**src/include/ptws_pkg.sv**
```systemverilog
//////////////////////////////////////////////////////////////////////////////
// Summary of operation
// [RULE1] postscaler divides matches 1:1 to 1:16
// [RULE2] prescaler divides clock by 1, 4 or 16
// [RULE3] timer advances only while run bit set
// [RULE4] control at 12h, bit 7 zero, resets zero
// [RULE5] count register at 11h, resets to zero
// [RULE6] period register at 92h, resets to ones
// [RULE7] match flag in 0Ch bit 1, bit 3 unused
// [RULE8] match enable in 8Ch bit 1, bit 3 unused
// [RULE9] interrupt control mirrored four times, bit 0 kept
// [RULE10] count wraps after equal, emits match event
// [RULE11] postscaled match sets flag, software writes zero
//////////////////////////////////////////////////////////////////////////////
package ptws_pkg;

    localparam int unsigned HADDR_W = 12;
    localparam int unsigned IDX_W   = 10;
    localparam int unsigned DATA_W  = 8;

    // register indices, byte address is four times the index
    localparam logic [IDX_W-1:0] IDX_INTCTL_0 = 10'h00B;
    localparam logic [IDX_W-1:0] IDX_INTCTL_1 = 10'h08B;
    localparam logic [IDX_W-1:0] IDX_INTCTL_2 = 10'h10B;
    localparam logic [IDX_W-1:0] IDX_INTCTL_3 = 10'h18B;
    localparam logic [IDX_W-1:0] IDX_FLAGS    = 10'h00C;
    localparam logic [IDX_W-1:0] IDX_COUNT    = 10'h011;
    localparam logic [IDX_W-1:0] IDX_CTRL     = 10'h012;
    localparam logic [IDX_W-1:0] IDX_ENABLES  = 10'h08C;
    localparam logic [IDX_W-1:0] IDX_MATCH    = 10'h092;
    localparam logic [IDX_W-1:0] IDX_EVT_STAT = 10'h020;
    localparam logic [IDX_W-1:0] IDX_EVT_CLR  = 10'h021;
    localparam logic [IDX_W-1:0] IDX_EVT_EN   = 10'h022;
    localparam logic [1:0]       BYTE_LSB     = 2'h0;

    // reset values and masks
    localparam logic [7:0] COUNT_RST   = 8'h00;
    localparam logic [7:0] MATCH_RST   = 8'hFF;
    localparam logic [6:0] CTRL_RST    = 7'h00;
    localparam logic [7:0] FLAGS_RST   = 8'h00;
    localparam logic [7:0] ENABLES_RST = 8'h00;
    localparam logic [6:0] INTCTL_RST  = 7'h00;
    localparam logic [7:0] PERIPH_MASK = 8'hF7;

    // field positions
    localparam int unsigned MATCH_BIT = 1;
    localparam int unsigned GIE_BIT   = 7;
    localparam int unsigned PERIPHERAL_IRQ_GATE_BIT  = 6;

    // prescaler encodings and terminal counts
    localparam logic [1:0] PRE_DIV1   = 2'h0;
    localparam logic [1:0] PRE_DIV4   = 2'h1;
    localparam int unsigned PRE_W     = 4;
    localparam logic [3:0] PRE_LIM_1  = 4'h0;
    localparam logic [3:0] PRE_LIM_4  = 4'h3;
    localparam logic [3:0] PRE_LIM_16 = 4'hF;

    // event status bits
    localparam int unsigned EVT_W    = 2;
    localparam int unsigned EVT_POST = 0;
    localparam int unsigned EVT_RAW  = 1;
    localparam logic [EVT_W-1:0] EVT_RST = 2'h0;

    localparam logic HRESP_OKAY = 1'b0;

    typedef struct packed {
        logic       unused;
        logic [3:0] post_sel;
        logic       run;
        logic [1:0] pre_sel;
    } ptws_ctrl_t;

    typedef struct packed {
        logic               valid;
        logic               write;
        logic [HADDR_W-1:0] addr;
    } ptws_aphase_t;

    function automatic logic reg_hit(input logic [HADDR_W-1:0] a,
                                     input logic [IDX_W-1:0]   idx);
        reg_hit = (a == {idx, BYTE_LSB});
    endfunction

endpackage

```
**src/rtl/ptws_scaler.sv**
```systemverilog
`timescale 1ns/10ps
module ptws_scaler
    import ptws_pkg::*;
#(
    parameter int unsigned W = 4
) (
    input  wire logic         clk_sys_i,
    input  wire logic         rst_n_i,
    input  wire logic         clr_i,
    input  wire logic         ev_i,
    input  wire logic [W-1:0] limit_i,
    output logic              done_o
);

    logic [W-1:0] cnt_ff;
    logic         at_limit;

    // greater-or-equal catches a limit lowered below the running count
    assign at_limit = (cnt_ff >= limit_i);
    assign done_o   = ev_i & at_limit;

    always_ff @(posedge clk_sys_i) begin
        if (!rst_n_i || clr_i) begin
            cnt_ff <= '0;
        end else if (ev_i) begin
            if (at_limit) begin
                cnt_ff <= '0;
            end else begin
                cnt_ff <= cnt_ff + W'(1);
            end
        end
    end

endmodule // ptws_scaler

```
**src/rtl/ptws_timer.sv**
```systemverilog
// Implementation choice: the AHB-Lite slave port.
`timescale 1ns/10ps
module ptws_timer
    import ptws_pkg::*;
#(
    parameter int unsigned CNT_W = DATA_W
) (
    input  wire logic                 clk_sys_i,
    input  wire logic                 rst_n_i,
    // ahb-lite slave
    input  wire logic                 hsel_i,
    input  wire logic [HADDR_W-1:0]   haddr_i,
    input  wire logic [1:0]           htrans_i,
    input  wire logic                 hwrite_i,
    input  wire logic [2:0]           hsize_i,
    input  wire logic [31:0]          hwdata_i,
    input  wire logic                 hready_i,
    output logic                      hreadyout_o,
    output logic                      hresp_o,
    output logic [31:0]               hrdata_o,
    // interrupts
    output logic                      irq_o,
    output logic                      core_irq_req_o,
    output logic                      match_pulse_o
);

    //////////////////////////////////////////////////////////////////////////
    // register storage

    logic [CNT_W-1:0] count_ff;
    logic [CNT_W-1:0] match_ff;
    ptws_ctrl_t       ctrl_ff;
    logic [7:0]       flags_ff;
    logic [7:0]       enables_ff;
    logic [7:1]       intctl_hi_ff;
    logic             intctl_lo_ff;
    logic [EVT_W-1:0] evt_stat_ff;
    logic [EVT_W-1:0] evt_en_ff;
    logic             match_pulse_ff;
    logic [31:0]      rdata_ff;
    ptws_aphase_t     aph_ff;

    //////////////////////////////////////////////////////////////////////////
    // bus address phase

    ptws_aphase_t nxt_aph;
    logic         wr_go;
    logic [7:0]   wdata;

    always_comb begin
        nxt_aph.valid = hsel_i & hready_i & htrans_i[1];
        nxt_aph.write = hwrite_i;
        nxt_aph.addr  = haddr_i;
    end

    always_ff @(posedge clk_sys_i) begin
        if (!rst_n_i) begin
            aph_ff <= '0;
        end else if (hready_i) begin
            aph_ff <= nxt_aph;
        end
    end

    assign wr_go = aph_ff.valid & aph_ff.write;
    assign wdata = hwdata_i[7:0];

    function automatic logic wr_hit(input logic [IDX_W-1:0] idx);
        wr_hit = wr_go & reg_hit(aph_ff.addr, idx);
    endfunction

    logic wr_count;
    logic wr_match;
    logic wr_ctrl;
    logic wr_flags;
    logic wr_enables;
    logic wr_intctl;
    logic wr_evt_clr;
    logic wr_evt_en;

    assign wr_count   = wr_hit(IDX_COUNT);
    assign wr_match   = wr_hit(IDX_MATCH);
    assign wr_ctrl    = wr_hit(IDX_CTRL);
    assign wr_flags   = wr_hit(IDX_FLAGS);
    assign wr_enables = wr_hit(IDX_ENABLES);
    assign wr_evt_clr = wr_hit(IDX_EVT_CLR);
    assign wr_evt_en  = wr_hit(IDX_EVT_EN);
    assign wr_intctl  = wr_hit(IDX_INTCTL_0) | wr_hit(IDX_INTCTL_1) |
                        wr_hit(IDX_INTCTL_2) | wr_hit(IDX_INTCTL_3);     // [RULE9]

    //////////////////////////////////////////////////////////////////////////
    // prescaler

    logic [PRE_W-1:0] pre_limit;
    logic             tick;

    always_comb begin
        unique case (ctrl_ff.pre_sel)
            PRE_DIV1: pre_limit = PRE_LIM_1;                            // [RULE2]
            PRE_DIV4: pre_limit = PRE_LIM_4;                            // [RULE2]
            default:  pre_limit = PRE_LIM_16;                           // [RULE2]
        endcase
    end

    // writes to count or control restart the division
    ptws_scaler #(
        .W (PRE_W)
    ) u_prescale (
        .clk_sys_i (clk_sys_i),
        .rst_n_i   (rst_n_i),
        .clr_i     (wr_count | wr_ctrl),
        .ev_i      (ctrl_ff.run),                                       // [RULE3]
        .limit_i   (pre_limit),
        .done_o    (tick)
    );

    //////////////////////////////////////////////////////////////////////////
    // period counter

    logic raw_match;

    assign raw_match = tick & (count_ff == match_ff);                   // [RULE10]

    always_ff @(posedge clk_sys_i) begin
        if (!rst_n_i) begin
            count_ff <= CNT_W'(COUNT_RST);                              // [RULE5]
        end else if (wr_count) begin
            count_ff <= CNT_W'(wdata);                                  // [RULE5]
        end else if (raw_match) begin
            count_ff <= '0;                                             // [RULE10]
        end else if (tick) begin
            count_ff <= count_ff + CNT_W'(1);                           // [RULE10]
        end
    end

    always_ff @(posedge clk_sys_i) begin
        if (!rst_n_i) begin
            match_ff <= CNT_W'(MATCH_RST);                              // [RULE6]
        end else if (wr_match) begin
            match_ff <= CNT_W'(wdata);                                  // [RULE6]
        end
    end

    //////////////////////////////////////////////////////////////////////////
    // postscaler

    logic post_done;

    ptws_scaler #(
        .W (4)
    ) u_postscale (
        .clk_sys_i (clk_sys_i),
        .rst_n_i   (rst_n_i),
        .clr_i     (wr_count | wr_ctrl),
        .ev_i      (raw_match),                                         // [RULE11]
        .limit_i   (ctrl_ff.post_sel),                                  // [RULE1]
        .done_o    (post_done)
    );

    //////////////////////////////////////////////////////////////////////////
    // control register

    always_ff @(posedge clk_sys_i) begin
        if (!rst_n_i) begin
            ctrl_ff <= ptws_ctrl_t'({1'b0, CTRL_RST});                  // [RULE4]
        end else if (wr_ctrl) begin
            ctrl_ff <= ptws_ctrl_t'({1'b0, wdata[6:0]});                // [RULE4]
        end
    end

    //////////////////////////////////////////////////////////////////////////
    // peripheral flags and enables

    logic [7:0] nxt_flags;

    always_comb begin
        nxt_flags = flags_ff;
        if (wr_flags) begin
            nxt_flags = wdata & PERIPH_MASK;                            // [RULE7]
        end
        // hardware set wins over a same-cycle software clear
        if (post_done) begin
            nxt_flags[MATCH_BIT] = 1'b1;                                // [RULE11]
        end
    end

    always_ff @(posedge clk_sys_i) begin
        if (!rst_n_i) begin
            flags_ff <= FLAGS_RST;                                      // [RULE7]
        end else begin
            flags_ff <= nxt_flags;
        end
    end

    always_ff @(posedge clk_sys_i) begin
        if (!rst_n_i) begin
            enables_ff <= ENABLES_RST;                                  // [RULE8]
        end else if (wr_enables) begin
            enables_ff <= wdata & PERIPH_MASK;                          // [RULE8]
        end
    end

    //////////////////////////////////////////////////////////////////////////
    // global interrupt control

    always_ff @(posedge clk_sys_i) begin
        if (!rst_n_i) begin
            intctl_hi_ff <= INTCTL_RST;                                 // [RULE9]
        end else if (wr_intctl) begin
            intctl_hi_ff <= wdata[7:1];
        end
    end

    // bit 0 deliberately has no reset: it keeps its value across resets
    always_ff @(posedge clk_sys_i) begin
        if (wr_intctl) begin
            intctl_lo_ff <= wdata[0];                                   // [RULE9]
        end
    end

    assign core_irq_req_o = intctl_hi_ff[GIE_BIT] & intctl_hi_ff[PERIPHERAL_IRQ_GATE_BIT] &
                            flags_ff[MATCH_BIT] & enables_ff[MATCH_BIT]; // [RULE8]

    //////////////////////////////////////////////////////////////////////////
    // sticky event status, clear and enable

    logic [EVT_W-1:0] evt_set;
    logic [EVT_W-1:0] evt_clr;

    always_comb begin
        evt_set           = '0;
        evt_set[EVT_POST] = post_done;
        evt_set[EVT_RAW]  = raw_match;
        evt_clr           = wr_evt_clr ? wdata[EVT_W-1:0] : '0;
    end

    always_ff @(posedge clk_sys_i) begin
        if (!rst_n_i) begin
            evt_stat_ff <= EVT_RST;
        end else begin
            evt_stat_ff <= (evt_stat_ff & ~evt_clr) | evt_set;
        end
    end

    always_ff @(posedge clk_sys_i) begin
        if (!rst_n_i) begin
            evt_en_ff <= EVT_RST;
        end else if (wr_evt_en) begin
            evt_en_ff <= wdata[EVT_W-1:0];
        end
    end

    assign irq_o = |(evt_stat_ff & evt_en_ff);

    always_ff @(posedge clk_sys_i) begin
        if (!rst_n_i) begin
            match_pulse_ff <= 1'b0;
        end else begin
            match_pulse_ff <= raw_match;
        end
    end

    assign match_pulse_o = match_pulse_ff;

    //////////////////////////////////////////////////////////////////////////
    // read data, sampled in the address phase

    logic [7:0] rd_byte;

    always_comb begin
        rd_byte = '0;
        if (reg_hit(haddr_i, IDX_COUNT)) begin
            rd_byte = 8'(count_ff);                                     // [RULE5]
        end else if (reg_hit(haddr_i, IDX_MATCH)) begin
            rd_byte = 8'(match_ff);                                     // [RULE6]
        end else if (reg_hit(haddr_i, IDX_CTRL)) begin
            rd_byte = {1'b0, ctrl_ff[6:0]};                             // [RULE4]
        end else if (reg_hit(haddr_i, IDX_FLAGS)) begin
            rd_byte = flags_ff & PERIPH_MASK;                           // [RULE7]
        end else if (reg_hit(haddr_i, IDX_ENABLES)) begin
            rd_byte = enables_ff & PERIPH_MASK;                         // [RULE8]
        end else if (reg_hit(haddr_i, IDX_INTCTL_0) ||
                     reg_hit(haddr_i, IDX_INTCTL_1) ||
                     reg_hit(haddr_i, IDX_INTCTL_2) ||
                     reg_hit(haddr_i, IDX_INTCTL_3)) begin
            rd_byte = {intctl_hi_ff, intctl_lo_ff};                     // [RULE9]
        end else if (reg_hit(haddr_i, IDX_EVT_STAT)) begin
            rd_byte = 8'(evt_stat_ff);
        end else if (reg_hit(haddr_i, IDX_EVT_EN)) begin
            rd_byte = 8'(evt_en_ff);
        end
    end

    always_ff @(posedge clk_sys_i) begin
        if (!rst_n_i) begin
            rdata_ff <= '0;
        end else if (nxt_aph.valid && !hwrite_i) begin
            rdata_ff <= {24'h000000, rd_byte};
        end
    end

    assign hrdata_o    = rdata_ff;
    assign hreadyout_o = 1'b1;
    assign hresp_o     = HRESP_OKAY;

endmodule // ptws_timer

```
**config.mk**
```make
export PLATFORM = sky130hd
export DESIGN_NAME = ptws_timer
export DESIGN_NICKNAME = d
export VERILOG_FILES = /design/src/include/ptws_pkg.sv /design/src/rtl/ptws_scaler.sv /design/src/rtl/ptws_timer.sv
export SDC_FILE = /design/constraint.sdc
export NUM_CORES = 1
export LEC_CHECK = 0
export BUFFER_PORTS_ARGS = -buffer_cell sky130_fd_sc_hd__buf_2
export CORE_MARGIN = 4
export CORE_UTILIZATION = 45
export DETAILED_ROUTE_END_ITERATION = 10
export PLACE_DENSITY = 0.73
export SYNTH_ARGS = -nofsm -noshare
export SYNTH_HDL_FRONTEND = slang
export SYNTH_SLANG_ARGS = --single-unit
```
**constraint.sdc**
```tcl
create_clock -name clk_sys_i -period 2.3 [get_ports clk_sys_i]
set_clock_uncertainty 0.15 [all_clocks]
set_input_delay 0.46 -clock clk_sys_i [delete_from_list [all_inputs] [get_ports clk_sys_i]]
set_output_delay 0.46 -clock clk_sys_i [all_outputs]
set_load 0.05 [all_outputs]
```
; ---- Word level (Yosys, flattened, before mapping)
; Cells that the tools add are included.
[op_classes]
magnitude_cmp = 2
addsub = 3
n_eq_ne = 24
n_mux = 17
reduce_logical = 11
n_bitwise = 28
[op_table]
columns = cell, count
row1 = "equality test 12 x 10 -> 1 bit, second input constant", 6
row2 = 2-to-1 mux 8 bit, 9
row3 = "equality test 12 x 11 -> 1 bit, second input constant", 4
row4 = "equality test 12 x 6 -> 1 bit, second input constant", 4
row5 = "equality test 12 x 7 -> 1 bit, second input constant", 4
row6 = "equality test 12 x 8 -> 1 bit, second input constant", 4
row7 = bitwise AND 1 bit, 20
row8 = "adder 4 x 1 -> 4 bit, second input constant", 2
row9 = "adder 8 x 1 -> 8 bit, second input constant", 1
row10 = equality test 8 bit, 1
row11 = greater-or-equal comparator 4 bit, 2
row12 = 2-to-1 mux 2 bit, 4
row13 = 2-to-1 mux 4 bit, 2
row14 = case mux 4 bit (2 select lines), 1
row15 = bitwise AND 2 bit, 2
row16 = logical OR 1 bit, 4
row17 = bitwise OR 1 bit, 4
row18 = nonzero test 3 bit, 1
row19 = "equality test 2 x 1 -> 1 bit, second input constant", 1
row20 = logical NOT 1 bit, 2
row21 = logical NOT 2 bit, 1
row22 = NOT 2 bit, 1
row23 = bitwise OR 2 bit, 1
row24 = nonzero test 2 bit, 1
row25 = 3 further kinds, 3
[word_totals]
reg_bits = 80
in_bits = 54
word_cells = 104

; ---- Longest topological paths before layout
[logic_depth]
word_depth = 10
depth_mapped = 8
depth_no_buf = 7

; ---- By module
; From an unflattened synthesis, not the netlist that was laid out.
[hier_totals]
cells_unflattened = 492
area_unflattened_um2 = 4396.7
[modules_own_cells]
columns = mod, n_inst, cells_each, area_each_um2
row1 = ptws_timer, 1, 420, 3736.1
row2 = ptws_scaler, 2, 36, 330.3

; ---- Worst setup path before layout
; No wires, ideal clock.
[synth_timing]
kind = register to register
from = register ctrl_ff[1] (netlist name)
to = register count_ff[3]
setup_slack_ns = -0.094
required_ns = 2.076
arrival_time_ns = 2.169
stages_incl_launch_ff = 9
path_cell_list = dfxtp_1 > or2_2 > ha_1 > nand2b_1 > a2111o_1 > nand3_1 > clkbuf_1 > o21ai_0 > a31oi_1
[synth_via]
elab_chain_cells = 7
elab_cells_between_ends = 9
classes_between = order compare: 1 / eq/ne: 1 / mux: 3 / bitwise: 2 / reduce/logical: 2
[synth_lines]
columns = element, line
row1 = from (decl), ptws_timer.sv:32  ; ptws_ctrl_t ctrl_ff;
row2 = from (signal assigned), ptws_timer.sv:164  ; ctrl_ff <= ptws_ctrl_t'({1'b0, CTRL_RST});
row3 = from (signal assigned), ptws_timer.sv:166  ; ctrl_ff <= ptws_ctrl_t'({1'b0, wdata[6:0]});
row4 = equality test 2 x 1 -> 1 bit or logical NOT 2 bit (tied branches), ptws_timer.sv:97  ; unique case (ctrl_ff.pre_sel)
row5 = case mux 4 bit (2 select lines) (*), ptws_timer.sv:97
row6 = greater-or-equal comparator 4 bit (*), ptws_scaler.sv:19  ; assign at_limit = (cnt_ff >= limit_i);
row7 = bitwise AND 1 bit (*), ptws_scaler.sv:20  ; assign done_o = ev_i & at_limit;
row8 = bitwise AND 1 bit, ptws_timer.sv:121  ; assign raw_match = tick & (count_ff == match_ff);
row9 = 2-to-1 mux 8 bit, ptws_timer.sv:128  ; end else if (raw_match) begin
row10 = 2-to-1 mux 8 bit, ptws_timer.sv:126  ; end else if (wr_count) begin
row11 = to (signal assigned), ptws_timer.sv:125  ; count_ff <= CNT_W'(COUNT_RST);
row12 = to (signal assigned), ptws_timer.sv:127  ; count_ff <= CNT_W'(wdata);
row13 = to (signal assigned), ptws_timer.sv:131  ; count_ff <= count_ff + CNT_W'(1);
row14 = to (decl), ptws_timer.sv:30  ; logic [CNT_W-1:0] count_ff;
; Mark *: on every way between the ends. The rest lies on a longest branch, timed or not.
; A chain may end at the register's enable or synchronous reset.

; ---- Final worst setup path
[layout_timing]
from = register ctrl_ff[0] (netlist name)
to = register count_ff[5]
; The elaborated chain is that of the path after synthesis.

==> impl_metrics.env <==
export IMPL_area_after_dpl_um2=4920
export IMPL_post_detail_place_hpwl_mm=9.10
export IMPL_antenna_found_initial=0
export IMPL_insertion_delay_ns=0.35
export IMPL_setup_worst_path_end_class="flop"
export IMPL_post_route_cells_drive_above_1_share=0.244
export IMPL_crit_type="flop to flop"
export IMPL_crit_path_top_delay_cell="sky130_fd_sc_hd__a2111o_1"
export IMPL_worst_path_max_fanout=8
export IMPL_fp_dieArea_um2=11300
export IMPL_synth_cell_type_count=61
export IMPL_floorplan_die_height_um=106
export IMPL_finalSetupTns_ns=0
export IMPL_cts_buffers=9
export IMPL_run_status="finished, final reports clean"
export IMPL_grt_pass1_vias=3869
export IMPL_period_minus_slack_ns=2.27
export IMPL_mostFrequentLayoutCells="76 x sky130_fd_sc_hd__dfxtp_1, 57 x sky130_fd_sc_hd__buf_4, 51 x sky130_fd_sc_hd__nor2_1, 51 x sky130_fd_sc_hd__mux2i_1, 43 x sky130_fd_sc_hd__nand2_1"
export IMPL_first_iter_violations=303
export IMPL_via_count_of_the_routed_design=4075
export IMPL_power_density_nw_per_um2=559
export IMPL_hold_buffers=0
export IMPL_grt_max_degree=25
export IMPL_layout_cells_most_common="sky130_fd_sc_hd__dfxtp_1"
export IMPL_worst_hold_slack_ns=0.243
export IMPL_worst_slew_margin_rel=0.627
export IMPL_area_growth_syn_to_fin_pct=21.3
export IMPL_pin_slew_with_the_least_headroom_to_its_limit_ns=0.558
export IMPL_num_rows=35
export IMPL_design_area_um2=5260
export IMPL_syn_avg_cell_area_um2=8.64
export IMPL_cts_num_sinks=80
export IMPL_vdd_drop_max_uv=368
export IMPL_placeableCoreArea_um2=9330
export IMPL_clk_pin_slew_worst_paths_ns=0.08
export IMPL_avgRoutedWirePerCell_um=17.1
export IMPL_timing_fmax_mhz=441
export IMPL_report_final_hold_viol_count=0
export IMPL_cts_max_path_buffers=2
export IMPL_worst_path_largest_cell_delay_ns=0.43
export IMPL_critical_path_start_type="flop"
export IMPL_postSynthCellCount=502
export IMPL_finalWeightedCongestion=0.888
export IMPL_postSynth_asyncResetShare=0
export IMPL_synth_edf_count=1
export IMPL_timing_final_setup_violations=0
export IMPL_detail_route_wirelength_mm=12.2
export IMPL_path_buf_inv=1
export IMPL_drc=0
export IMPL_path_delay_family="compound AO/OA/AOI/OAI gates"
export IMPL_synth_warning_count=0
export IMPL_min_path_type="primary input to flop"
export IMPL_final_antenna_net_count=0
export IMPL_rsz0062_at_grt="true"
export IMPL_signal_arrival_time_at_the_worst_endpoint_ns=2.34
export IMPL_crit_required_ns=2.37
export IMPL_regToRegSetupSlack_ns=0.03
export IMPL_avgViaCountPerCell=5.72
export IMPL_final_period_utilization=0.985
export IMPL_io_pins=91
export IMPL_cts_max_level=3
export IMPL_post_layout_total_power_mw=2.94
export IMPL_start_util=0.465
export IMPL_die_width_um=106
export IMPL_overflow_left_after_global_routing=0
export IMPL_first_pass_grt_wire_length_mm=19.2
export IMPL_tritoncts="yes"
export IMPL_layout_nets=645
export IMPL_dr_pass1_iters=5
export IMPL_static_leakage_power_nw=2.15
export IMPL_ys_seq_area_frac=0.372
export IMPL_cts_root_buffer_cell="sky130_fd_sc_hd__clkbuf_8"
export IMPL_crit_chain="or2_4, ha_4, nand2b_4, a2111o_1, and3_4, buf_8, a31oi_4, a31oi_4"
export IMPL_netlist_area_um2=4340
export IMPL_portBuffers=36
export IMPL_n_antenna_cell=0
export IMPL_globalRouteTotalUtil=0.213
export IMPL_postSynthRegisterBits=80
export IMPL_drv_cap=0
export IMPL_synth_ff_type="sky130_fd_sc_hd__dfxtp_1"
export IMPL_report_final_slew_viol_count=0
export IMPL_cp_common_cell="sky130_fd_sc_hd__a31oi_4"
## cells by family after synthesis
kind of cell               count (synthesis)  synth area share
buffers and inverters                     63            0.0793
DFF                                       80             0.372
xor gates and xnor gates                   9            0.0182
other                                      2           0.00173
AOI/OAI and AO/OA                         96             0.142
and+or+nand+nor                          186             0.227
adders and majority gates                 11            0.0317
muxes                                     55             0.128
## cell usage after synthesis, types with 3 or more instances
library cell	number	area share
sky130_fd_sc_hd__mux2i_1	51	0.12
sky130_fd_sc_hd__nor3_1	5	0.0058
sky130_fd_sc_hd__clkbuf_1	22	0.019
sky130_fd_sc_hd__nor3b_1	3	0.0052
sky130_fd_sc_hd__nand4b_1	3	0.0061
sky130_fd_sc_hd__inv_1	10	0.0087
sky130_fd_sc_hd__a31o_2	5	0.010
sky130_fd_sc_hd__o21ai_0	25	0.029
sky130_fd_sc_hd__or3_1	4	0.0058
sky130_fd_sc_hd__and4_1	4	0.0081
sky130_fd_sc_hd__nor2_1	51	0.044
sky130_fd_sc_hd__nand2_1	43	0.037
sky130_fd_sc_hd__and2_1	3	0.0043
sky130_fd_sc_hd__xor2_1	9	0.018
sky130_fd_sc_hd__nand2b_1	4	0.0058
sky130_fd_sc_hd__nor4_1	9	0.013
sky130_fd_sc_hd__dfxtp_1	79	0.36
sky130_fd_sc_hd__nor4b_1	5	0.010
sky130_fd_sc_hd__a21oi_1	25	0.029
sky130_fd_sc_hd__mux2_2	4	0.010
sky130_fd_sc_hd__nand4_1	5	0.0072
sky130_fd_sc_hd__and3_1	3	0.0043
sky130_fd_sc_hd__buf_4	26	0.045
sky130_fd_sc_hd__or4b_2	3	0.0069
sky130_fd_sc_hd__nand3_1	24	0.028
sky130_fd_sc_hd__a221oi_1	7	0.014
sky130_fd_sc_hd__ha_1	11	0.032
sky130_fd_sc_hd__o211ai_1	3	0.0052
sky130_fd_sc_hd__a31oi_1	12	0.017
## where the power goes
part           leakage [nW]  switching [mW]  internal [mW]
Combinational          1.39           0.235          0.101
Clock                 0.114           0.510          0.669
Sequential            0.650          0.0188           1.41
## metal layers
layer  vias up  global-route usage  wire length [um]
li1       1933                   -                 -
met1      1918               0.279              5260
met2       193               0.352              5810
met3        31              0.0291               828
met4         0              0.0897               310
met5         -                   0                 0
## cell type report
type | count | area, um2
fill | 833 | 4070
multi-input combinational | 383 | 2570
sequential | 80 | 1620
timing repair buffer | 96 | 654
tap | 129 | 161
clock buffer | 10 | 149
clock inverter | 4 | 77.6
inverter | 10 | 37.5
## per-stage QoR
stage	cells	setup slack, ns	utilization
floorplan	526	0.00618	-
global placement	697	-0.133	0.528
detailed placement	697	-0.166	0.528
CTS	711	0.00179	0.554
global route	712	-0.0201	0.564
finish	712	0.0347	0.564
## tightest hold or removal path: stages
cell and delay (ns):
sky130_fd_sc_hd__buf_2 0.10, sky130_fd_sc_hd__mux2i_1 0.06, sky130_fd_sc_hd__nor2_1 0.08
## worst paths after layout
kind | start | to | cells after the start
max | ctrl_ff[0] | count_ff[5] | 8
min | hwrite_i | aph_ff[12] | 3
max reg2reg | ctrl_ff[0] | count_ff[5] | 8
min reg2reg | evt_en_ff[1] | evt_en_ff[1] | 2
## sequential cells by signal, summed over array words and instances, names as in the netlist
name,flops
intctl_hi_ff,7
count_ff,8
enables_ff,7
flags_ff,7
evt_stat_ff,2
hrdata_o,8
u_postscale.cnt_ff,4
aph_ff,14
u_prescale.cnt_ff,4
evt_en_ff,2
match_pulse_o,1
intctl_lo_ff,1
ctrl_ff,7
match_ff,8
## timing repair
| action | 4_1_cts | 5_1_grt |
|---|---|---|
| endpoints found under the setup margin | 11 | 22 |
| cloned | 0 | 0 |
| setup buffers | 0 | 1 |
| resized for setup | 4 | 15 |
| pin swaps | 4 | 8 |
| hold endpoints to repair | 0 | 0 |
Note: power is estimated with default switching activity, not from simulation.
